### src/verilog/dllcm_pkg.sv
// Constants and types shared by the delay-locked loop clock manager model
package dllcm_pkg;

   // ----------------------------------------------------------------
   // Timing
   // ----------------------------------------------------------------
   localparam int CLK_PERIOD_PS   = 25000;            // 40 MHz system clock
   localparam int DRIFT_PS        = 1000;             // Tolerated input period drift, 1 ns
   localparam int DRIFT_RAW       = DRIFT_PS / CLK_PERIOD_PS;
   localparam int DRIFT_CYCLES_I  = (DRIFT_RAW < 1) ? 1 : DRIFT_RAW;
   localparam int LOCK_COUNT_DEF  = 16;               // Stable input cycles before lock

   // ----------------------------------------------------------------
   // Widths and delay line
   // ----------------------------------------------------------------
   localparam int IW              = 16;               // Interval counter width
   localparam int QW              = 6;                // Quarter tick counter width
   localparam logic [IW-1:0] DRIFT_CYCLES = IW'(DRIFT_CYCLES_I);
   localparam logic [IW-1:0] IVAL_MAX     = 16'hFFFF;
   localparam logic [IW-1:0] IVAL_ONE     = 16'h0001;
   localparam logic [2:0]    LINE_DEPTH   = 3'h4;     // Delay line holds up to four cycles
   localparam logic [2:0]    LINE_FILL    = 3'h2;     // Cycles buffered before output starts

   // ----------------------------------------------------------------
   // Divide ratio, as quarter input periods per divided half period
   // ----------------------------------------------------------------
   localparam logic [QW-1:0] DIV_1P5 = 6'h03;
   localparam logic [QW-1:0] DIV_2   = 6'h04;
   localparam logic [QW-1:0] DIV_2P5 = 6'h05;
   localparam logic [QW-1:0] DIV_3   = 6'h06;
   localparam logic [QW-1:0] DIV_4   = 6'h08;
   localparam logic [QW-1:0] DIV_5   = 6'h0A;
   localparam logic [QW-1:0] DIV_8   = 6'h10;
   localparam logic [QW-1:0] DIV_16  = 6'h20;

   // ----------------------------------------------------------------
   // Global network reach
   // ----------------------------------------------------------------
   localparam int NETWORKS = 4;

   // Clock outputs travel together
   typedef struct packed {
      logic zero_phase_clock_out;
      logic doubled_clock_out;
      logic divided_clock_out;
   } dllcm_clocks_type;

endpackage : dllcm_pkg
### src/verilog/dllcm_divider.sv
// Divided clock generator counting quarter-period ticks
`timescale 1ns/100ps
module dllcm_divider (
   // Clock and reset
   input  wire logic                      clk,
   input  wire logic                      reset,
   // Control
   input  wire logic                      enable,
   input  wire logic                      tick,
   input  wire logic [dllcm_pkg::QW-1:0]  quarters,
   // Output
   output logic                           divided
);
   import dllcm_pkg::*;

   logic [QW-1:0] count;
   logic          wrap;

   // Half period ends after the chosen number of quarter ticks
   assign wrap = (count == quarters - QW'(1));

   // Tick counter and output toggle
   always_ff @(posedge clk) begin
      if (reset || !enable) begin
         count   <= '0;
         divided <= 1'b0;
      end else if (tick) begin
         count   <= wrap ? '0 : count + QW'(1);
         divided <= wrap ? ~divided : divided;   // [RULE1]
      end
   end

endmodule : dllcm_divider

### src/verilog/dllcm_manager.sv
// Behavioural delay-locked loop clock manager built on the system clock
//
// Notes on behaviour
// [RULE1] The divided output runs at the zero-phase frequency over N, N being 1.5, 2, 2.5, 3, 4, 5, 8 or 16.
// [RULE2] With no ratio given the divided output runs at half the zero-phase frequency.
// [RULE3] With hold-until-lock set, configuration complete stays low until lock; by default it does not wait.
// [RULE4] Lock and valid outputs hold while the input period stays within 1 ns of the period at lock.
// [RULE5] The controller must pulse the loop reset after changing the input period beyond that drift.
// [RULE6] The source stops its clock only while low, for under 100 us, and restarts with a full high period.
// [RULE7] Lock stays asserted while the input is stopped and after it resumes.
// [RULE8] After a stop one to four output cycles still emerge; after a restart none appear for one to four.
// [RULE9] An input phase shift reaches the outputs one to four cycles later without disturbing lock.
// [RULE10] User logic must not use the output clocks before lock is asserted.
// [RULE11] A secondary loop's doubled output may feed this loop's source input directly.
// [RULE12] Each loop drives at most the two global buffers on its own edge.
// [RULE13] Two loops in one half-edge may cascade without a global buffer to give four times the input.
// [RULE14] Each of the eight loops reaches two of the four global networks, two per edge at once.
// [RULE15] Loop reset drops the lock indicator within four source clock cycles.
// [RULE16] Before lock the doubled output runs at the input rate with a 25/75 duty cycle.
// [RULE17] Lock is asserted after a configurable count of consecutive stable input cycles.
`timescale 1ns/100ps
module dllcm_manager #(
   parameter logic [dllcm_pkg::QW-1:0] DIVIDE_RATIO    = dllcm_pkg::DIV_2,
   parameter bit                       HOLD_UNTIL_LOCK = 1'b0,
   parameter int                       LOCK_COUNT      = dllcm_pkg::LOCK_COUNT_DEF,
   parameter logic [2:0]               LOOP_INDEX      = 3'h0
) (
   // Clock and reset
   input  wire logic                           clk,
   input  wire logic                           reset,
   // Source clock, sampled as a level
   input  wire logic                           source_clock_in,
   // Startup sequencer
   input  wire logic                           startup_request,
   output logic                                config_done,
   // Generated clocks and status
   output dllcm_pkg::dllcm_clocks_type         clocks,
   output logic                                locked,
   output logic                                drift_exceeded,
   output logic [dllcm_pkg::NETWORKS-1:0]      network_reach
);
   import dllcm_pkg::*;

   // ----------------------------------------------------------------
   // Input sampling and edge detect
   // ----------------------------------------------------------------
   logic src_meta;
   logic src_sync;
   logic src_prev;
   logic rise;

   // Two-stage synchroniser, then edge history
   always_ff @(posedge clk) begin
      src_meta <= source_clock_in;   // [RULE11]
      src_sync <= src_meta;
      src_prev <= src_sync;
   end

   assign rise = src_sync & ~src_prev;

   // ----------------------------------------------------------------
   // Period measurement and stop detection
   // ----------------------------------------------------------------
   logic [IW-1:0] since_rise;
   logic [IW-1:0] last_interval;
   logic          have_edge;
   logic          stopped;
   logic          valid_rise;
   logic          stop_seen;

   // A rise counts only after a previous rise with no stop between; an over-long gap is a restart
   assign valid_rise = rise & have_edge & ~stopped & ~stop_seen;   // [RULE6]
   assign stop_seen  = have_edge & ~stopped & ({1'b0, since_rise} > {last_interval, 1'b0});

   // Interval counter between input rises
   always_ff @(posedge clk) begin
      if (reset) begin
         since_rise    <= IVAL_ONE;
         last_interval <= IVAL_MAX;
         have_edge     <= 1'b0;
         stopped       <= 1'b0;
      end else if (rise) begin
         since_rise    <= IVAL_ONE;
         last_interval <= valid_rise ? since_rise : last_interval;
         have_edge     <= 1'b1;
         stopped       <= 1'b0;   // [RULE6] restart resumes measurement
      end else begin
         since_rise    <= (since_rise == IVAL_MAX) ? since_rise : since_rise + IVAL_ONE;
         stopped       <= stopped | stop_seen;
      end
   end

   // ----------------------------------------------------------------
   // Lock acquisition and drift watch
   // ----------------------------------------------------------------
   logic [IW-1:0] lock_period;
   logic [IW-1:0] stable_count;
   logic [IW-1:0] step_diff;
   logic [IW-1:0] lock_diff;
   logic          step_ok;
   logic          lock_reached;

   assign step_diff    = (since_rise >= last_interval) ? since_rise - last_interval : last_interval - since_rise;
   assign lock_diff    = (since_rise >= lock_period) ? since_rise - lock_period : lock_period - since_rise;
   assign step_ok      = (step_diff <= DRIFT_CYCLES);
   assign lock_reached = (stable_count >= IW'(LOCK_COUNT - 1));

   // Lock counter; stops and phase shifts leave lock alone
   always_ff @(posedge clk) begin
      if (reset) begin
         stable_count   <= '0;
         lock_period    <= '0;
         locked         <= 1'b0;   // [RULE15]
         drift_exceeded <= 1'b0;
      end else if (valid_rise && !locked) begin
         stable_count   <= step_ok ? stable_count + IVAL_ONE : '0;
         lock_period    <= since_rise;
         locked         <= step_ok & lock_reached;   // [RULE17]
      end else if (valid_rise) begin
         drift_exceeded <= drift_exceeded | (lock_diff > DRIFT_CYCLES);   // [RULE4] [RULE5]
      end
   end

   // ----------------------------------------------------------------
   // Delay line of measured input cycles
   // ----------------------------------------------------------------
   logic [IW-1:0] line [LINE_DEPTH];
   logic [1:0]    wr_ptr;
   logic [1:0]    rd_ptr;
   logic [2:0]    fill;
   logic          push;
   logic          pop;
   logic          running;
   logic [IW-1:0] cur_interval;
   logic [IW-1:0] phase;
   logic          period_end;
   logic          start;

   assign push       = valid_rise & (fill != LINE_DEPTH);
   assign period_end = running & (phase >= cur_interval - IVAL_ONE);
   assign start      = ~running & (fill >= LINE_FILL);   // [RULE8] refill wait
   assign pop        = start | (period_end & (fill != 3'h0));

   // Cycle store, replayed in order so shifts emerge later
   always_ff @(posedge clk) begin
      if (push) begin
         line[wr_ptr] <= since_rise;   // [RULE9]
      end
   end

   // Pointers, fill level and replay state
   always_ff @(posedge clk) begin
      if (reset) begin
         wr_ptr       <= '0;
         rd_ptr       <= '0;
         fill         <= '0;
         running      <= 1'b0;
         phase        <= '0;
         cur_interval <= IVAL_MAX;
      end else begin
         wr_ptr       <= push ? wr_ptr + 2'h1 : wr_ptr;
         rd_ptr       <= pop ? rd_ptr + 2'h1 : rd_ptr;
         fill         <= fill + {2'h0, push} - {2'h0, pop};
         cur_interval <= pop ? line[rd_ptr] : cur_interval;
         running      <= start | (running & ~(period_end & ~pop));   // [RULE8] flush then stop
         phase        <= (start | period_end) ? '0 : phase + IVAL_ONE;
      end
   end

   // ----------------------------------------------------------------
   // Waveform shaping
   // ----------------------------------------------------------------
   logic [IW-1:0] quarter_pt;
   logic [IW-1:0] half_pt;
   logic [IW-1:0] three_q_pt;
   logic          next_zero;
   logic          next_doubled;
   logic          quarter_tick;
   logic          zero_out;
   logic          doubled_out;
   logic          divided_out;

   assign quarter_pt   = cur_interval >> 2;
   assign half_pt      = cur_interval >> 1;
   assign three_q_pt   = quarter_pt + half_pt;
   assign next_zero    = running & (phase < half_pt);
   assign next_doubled = running & ((phase < quarter_pt)   // [RULE16] 25/75 before lock
                       | (locked & (phase >= half_pt) & (phase < three_q_pt)));   // [RULE13]
   assign quarter_tick = running & ((phase == '0) | (phase == quarter_pt)
                       | (phase == half_pt) | (phase == three_q_pt));

   // Zero-phase and doubled outputs
   always_ff @(posedge clk) begin
      if (reset) begin
         zero_out    <= 1'b0;
         doubled_out <= 1'b0;
      end else begin
         zero_out    <= next_zero;   // [RULE7] [RULE10]
         doubled_out <= next_doubled;
      end
   end

   // Divided output counts quarter periods of the replayed cycle
   dllcm_divider u_divider (
      .clk      (clk),
      .reset    (reset),
      .enable   (running),
      .tick     (quarter_tick),
      .quarters (DIVIDE_RATIO),   // [RULE1] [RULE2]
      .divided  (divided_out)
   );

   // One driver for the whole clock bundle, each member a flop
   assign clocks = '{zero_phase_clock_out: zero_out,
                     doubled_clock_out:    doubled_out,
                     divided_clock_out:    divided_out};

   // ----------------------------------------------------------------
   // Startup and global network reach
   // ----------------------------------------------------------------
   logic                next_config_done;
   logic [NETWORKS-1:0] next_reach;

   assign next_config_done = startup_request & (~HOLD_UNTIL_LOCK | locked);
   // Top loops reach networks 0 and 1, bottom loops 2 and 3
   assign next_reach       = LOOP_INDEX[2] ? 4'hC : 4'h3;

   // Registered startup handshake and reach mask
   always_ff @(posedge clk) begin
      if (reset) begin
         config_done   <= 1'b0;
         network_reach <= '0;
      end else begin
         config_done   <= next_config_done;   // [RULE3]
         network_reach <= next_reach;         // [RULE12] [RULE14]
      end
   end

endmodule : dllcm_manager

### config.mk
export PLATFORM = sky130hd
export DESIGN_NAME = dllcm_manager
export DESIGN_NICKNAME = d
export VERILOG_FILES = /design/src/verilog/dllcm_pkg.sv /design/src/verilog/dllcm_divider.sv /design/src/verilog/dllcm_manager.sv
export SDC_FILE = /design/constraint.sdc
export NUM_CORES = 1
export LEC_CHECK = 0
export ABC_AREA = 0
export BUFFER_PORTS_ARGS = -buffer_cell sky130_fd_sc_hd__buf_4
export CORE_ASPECT_RATIO = 1.4
export CORE_MARGIN = 4
export CORE_UTILIZATION = 31
export DETAILED_ROUTE_END_ITERATION = 10
export PLACE_DENSITY_LB_ADDON = 0.15
export SLEW_MARGIN = 20
export SYNTH_ARGS = -nofsm -noshare
export SYNTH_HDL_FRONTEND = slang
export SYNTH_SLANG_ARGS = --single-unit
### constraint.sdc
create_clock -name clk -period 7.6 [get_ports clk]
set_input_delay 1.52 -clock clk [delete_from_list [all_inputs] [get_ports clk]]
set_output_delay 1.52 -clock clk [all_outputs]
set_load 0.05 [all_outputs]
After elaboration in Yosys (flattened, before gate mapping) --
Memories as Yosys holds them, arrays and structs flattened. A register that Yosys moved wholly into a read port is not among the register bits. Cells that the tools add are included.
Word-level totals: logic and storage cells 108, bits in writable memories 64, register bits 107, output and inout bits 10, memories 1, memory bits (read-only) 0, latch bits 0
Memory list:
- line | words 4, width 16, read ports 1, clocked after memory_dff 1, wr ports 1, line dllcm_manager.sv:127 | logic [IW-1:0] line [LINE_DEPTH];
Cells by class: shift operators 0, reductions and logical operators 11, order comparisons 12, bitwise gates (word level) 35, equal/unequal tests 6, divide/modulo/power cells 0, add/sub/neg operators 14, $mul 0, mux-type cells 7
Operator list (number):
- $sub A16 B16 Y16 | 4
- $add A16 B1 Y16 const B | 3
- $ge A16 B16 Y1 | 3
- $mux W16 | 3
- $and A1 B1 Y1 | 18
- $gt A16 B17 Y1 | 1
- $add A14 B15 Y16 | 1
- $eq A16 B14 Y1 | 1
- $eq A16 B15 Y1 | 1
- $eq A16 B16 Y1 | 1
- $eq A16 B16 Y1 const B | 1
- $ge A16 B15 Y1 | 1
- $ge A16 B4 Y1 const B | 1
- $gt A16 B1 Y1 const B | 1
- $le A16 B1 Y1 const B | 1
- $logic_not A16 Y1 | 1
- $lt A16 B14 Y1 | 1
- $lt A16 B15 Y1 | 1
- $lt A16 B16 Y1 | 1
- $sub A16 B1 Y16 const B | 1
- $or A1 B1 Y1 | 9
- $not A1 Y1 | 8
- $add A6 B1 Y6 const B | 1
- $eq A6 B2 Y1 const B | 1
- other kinds (14) | 20

Logic depth before layout (Yosys ltp) --
depth in word-level cells 10, depth in mapped cells 29, mapped depth without buffers 27

Cells and area by module --
A second synthesis with hierarchy kept.
Unflattened totals: cell total of the unflattened synthesis 1489, area total of the unflattened synthesis 13626.8 um^2
By module, submodules not included:
- dllcm_manager | area each 13182.6 um^2, instances 1, seq. area each 4224.1 um^2, cells each 1440
- dllcm_divider | area each 444.2 um^2, instances 1, seq. area each 140.1 um^2, cells each 49

Worst setup path before layout --
No wires, ideal clock.
kind reg2reg, start register cur_interval[2], read port of line, end register fill[2], setup time 0.128 ns, buffers on the path 2, data arrival time 4.866 ns, setup slack 2.606 ns, stages on the path, launching flop included 30, cell sequence dfxtp_1 -> inv_1 -> ha_1 -> nand2_1 -> nand2_1 -> nand2_1 -> nand2_1 -> a21boi_0 -> nand2_1 -> xnor2_1 -> ha_1 -> a21o_1 -> a21o_1 -> a21o_1 -> a21oi_1 -> nor2b_1 -> o21ai_0 -> a21oi_1 -> o21bai_1 -> and2_1 -> clkbuf_1 -> clkbuf_1 -> inv_1 -> ha_1 -> inv_1 -> ha_1 -> inv_1 -> fa_1 -> xnor2_1 -> nor2_1
Between the ends: word-level cells in the longest chain between the ends 6
RTL lines:
- from (decl) | line dllcm_manager.sv:134 | logic [IW-1:0] cur_interval;
- $sub A16 B1 Y16 | line dllcm_manager.sv:140 | assign period_end = running & (phase >= cur_interval - IVAL_ONE);
- $ge A16 B16 Y1 | line dllcm_manager.sv:140
- $and A1 B1 Y1 | line dllcm_manager.sv:140
- $and A1 B1 Y1 | line dllcm_manager.sv:142 | assign pop = start | (period_end & (fill != 3'h0));
- $or A1 B1 Y1 | line dllcm_manager.sv:142
- net pop | line dllcm_manager.sv:132 | logic pop;
- $sub A3 B1 Y3 | line dllcm_manager.sv:163 | fill <= fill + {2'h0, push} - {2'h0, pop};
- to (signal assigned) | line dllcm_manager.sv:163
- to (decl) | line dllcm_manager.sv:130 | logic [2:0] fill;
The timed path passes the listed nets, and every way through them passes these cells. A chain may end at the register's enable or synchronous reset.

Final worst setup path --
Ends and elaborated chain as after synthesis.

==> flow_metrics.env <==
export IMPL_status="completed"
export IMPL_place_area_um2=13900
export IMPL_grt_usage=0.151
export IMPL_dieWidth_um=183
export IMPL_cts_tree="built"
export IMPL_initial_core_util=0.315
export IMPL_max_freq_ghz=0.194
export IMPL_cts_path_max_buffers=2
export IMPL_dpl_hpwl_um=26700
export IMPL_syn_area_per_cell_um2=9.05
export IMPL_synth_area_leaders="dfxtp_1, ha_1, edfxtp_1"
export IMPL_synth_most_common_cell="ha_1"
export IMPL_crit_top_cell="nand2_1"
export IMPL_clk_latency_ns=0.44
export IMPL_power_density_nw_per_um2=240
export IMPL_ant_nets=0
export IMPL_required_ns=7.90
export IMPL_port_buffer_count=11
export IMPL_antenna_found_initial=0
export IMPL_slew_viol_final=0
export IMPL_finalNetCount=1648
export IMPL_synth_async_reset_ratio=0
export IMPL_timing_final_crit_period_ns=5.16
export IMPL_rsz0062_at_grt="no"
export IMPL_yosysTopAreaCell="dfxtp_1"
export IMPL_netlist_area_um2=13300
export IMPL_cts_buffers=17
export IMPL_ys_warn_count=0
export IMPL_coreArea_um2=42300
export IMPL_internal_power_uw=2190
export IMPL_seq_area_frac_synth=0.328
export IMPL_via_count=10300
export IMPL_synthFlopType="dfxtp_1"
export IMPL_hold_path_class="reg2reg"
export IMPL_grt_ovfl_total=0
export IMPL_die_y_um=253
export IMPL_clk_pin_slew_ns=0.07
export IMPL_num_antenna_cells=0
export IMPL_synthTopCellsByCount="ha_1, dfxtp_1, inv_1"
export IMPL_fin_crit_sh=0.679
export IMPL_ys_ff_latch=186
export IMPL_cts_resized_gates=0
export IMPL_max_cap_violations=0
export IMPL_comb_power_share=0.387
export IMPL_yosys_area_share_adder=0.182
export IMPL_skew_ns=0.00864
export IMPL_drc=0
export IMPL_clock_power_share=0.263
export IMPL_synth_xor_area_share=0.0585
export IMPL_cts_max_level=4
export IMPL_drive_gt1_frac=0.0641
export IMPL_peakVddDrop_mv=0.164
export IMPL_grt_pass1_wl_um=55800
export IMPL_yosys_area_share_simple=0.173
export IMPL_synth_distinct_cells=80
export IMPL_cp_slowest_stage_delay_ns=0.49
export IMPL_end_kind="flip-flop"
export IMPL_syn_inst=1471
export IMPL_synth_top_cell_area_share=0.183
export IMPL_setup_viol=0
export IMPL_drtIter0Drc=380
export IMPL_hold_buffers=0
export IMPL_muxShareOfSynthArea=0.0333
export IMPL_cts_root_buf="clkbuf_16"
export IMPL_rows=89
export IMPL_fin_tns_setup_ns=0
export IMPL_synth_edf_count=64
export IMPL_cp_slowest_cell="dfxtp_1"
export IMPL_crit_type="reg2reg"
export IMPL_area_growth_pct=8.74
export IMPL_synth_top_family_by_area="adder cells"
export IMPL_synth_compound_area_frac=0.171
export IMPL_drtPass1Iterations=5
export IMPL_hold_viol_final=0
export IMPL_die_area_um2=46400
export IMPL_routed_via_density=5.11
export IMPL_gp_congestion=0.852
export IMPL_cts_num_sinks=186
export IMPL_tightest_slew_ns=1.01
export IMPL_critical_path_max_fanout=17
export IMPL_p_sw_uw=1280
export IMPL_power_frac_seq=0.350
export IMPL_leakage_uw=0.00613
export IMPL_routedWlPerCell_um=17.4
export IMPL_relSlewSlack=0.324
export IMPL_design_area_um2=14500
export IMPL_io_pins=14
export IMPL_grt_max_degree=54
export IMPL_arrival_ns=5.46
export IMPL_start_kind="flip-flop"
export IMPL_finalWirelength_um=34900
export IMPL_grt_pass1_vias=10300
export IMPL_postCtsSetupBuffers=0
export IMPL_switching_share=0.370
## flip-flops by register name (all words and copies together), names as in the netlist, 2 cells and up
| register | cells |
|---|---|
| line | 64 |
| cur_interval | 16 |
| last_interval | 16 |
| lock_period | 16 |
| phase | 16 |
| since_rise | 16 |
| stable_count | 16 |
| u_divider.count | 6 |
| fill | 3 |
| rd_ptr | 2 |
| wr_ptr | 2 |
## placed cells by master (no fill, tap or decap), types with 16 or more instances in the layout
| master | netlist | routed |
|---|---|---|
| mux4_2 | 16 | 16 |
| inv_1 | 115 | 115 |
| nor2_1 | 95 | 94 |
| a21o_1 | 28 | 28 |
| nand2_1 | 109 | 109 |
| nor3_1 | 32 | 31 |
| clkbuf_16 | 0 | 17 |
| dfxtp_1 | 122 | 121 |
| ha_1 | 184 | 184 |
| buf_4 | 6 | 22 |
| xnor2_1 | 54 | 54 |
| nor2b_1 | 30 | 30 |
| o21a_1 | 17 | 17 |
| o211ai_1 | 44 | 44 |
| nand3_1 | 53 | 53 |
| nand4_1 | 27 | 27 |
| o21ai_0 | 56 | 56 |
| edfxtp_1 | 64 | 64 |
| xor2_1 | 35 | 35 |
| a21oi_1 | 107 | 107 |
## routing by layer
layer / wire [um] / vias up / track usage
met2: 18500 / 90 / 0.288
met4: 1060 / 0 / 0.0554
met3: 540 / 42 / 0.0200
met5: 0 / - / 0
li1: - / 5279 / -
met1: 14800 / 4872 / 0.170
## power by group through the flow
stage | clock [uW] | combinational (uW) | sequential [uW]
after floorplan | 0 | 1070 | 1180
after global placement | 0 | 1350 | 1240
after detailed placement | 0 | 1350 | 1240
after CTS | 942 | 1360 | 1220
after global routing | 977 | 1540 | 1240
final | 912 | 1340 | 1220
## per-stage QoR
stage / worst slack [ns] / utilization / instances / power, uW / hold slack (ns)
finish: 2.44 / 0.342 / 2013 / 3470 / 0.336
global route: 1.85 / 0.342 / 2013 / 3750 / 0.347
CTS: 2.38 / 0.342 / 2013 / 3530 / 0.335
detailed placement: 2.42 / 0.329 / 1981 / 2600 / 0.317
global placement: 2.47 / 0.329 / 1981 / 2590 / 0.313
floorplan: 2.61 / - / 1472 / 2250 / 0.310
## worst paths after layout
kind	start	end	slack (ns)	cells after the start
hold / removal	src_meta	src_sync	0.34	0
setup reg to reg	cur_interval[2]	fill[2]	2.44	29
setup / recovery	cur_interval[2]	fill[2]	2.44	29
hold reg to reg	src_meta	src_sync	0.34	0
## critical path, delay by kind of cell, from the launching register on
family | cells | cell delay [ns]
simple gates | 8 | 0.70
xor+xnor | 2 | 0.30
buf+inv | 6 | 0.79
flops | 1 | 0.49
fa+ha+maj | 5 | 1.29
compound gates | 8 | 1.49
## area by class of cell
cell class,instances,area (um^2)
tap,546,683
inverter,117,444
multi-input combinational,1110,8240
timing repair buffer,22,165
fill,4396,27800
clock inverter,12,141
sequential,186,4370
clock buffer,20,437
## cell families (layout without fill, tap and decap cells)
family | after synthesis | count (layout)
AO/OA/AOI/OAI | 349 | 349
XOR/XNOR | 89 | 89
adder cells (fa/ha/maj) | 190 | 190
buffers and inverters | 176 | 171
flip-flops | 186 | 186
multiplexers | 24 | 24
other | 1 | 2
AND/OR/NAND/NOR | 456 | 456
No activity file was read; power rests on OpenSTA's default activity.
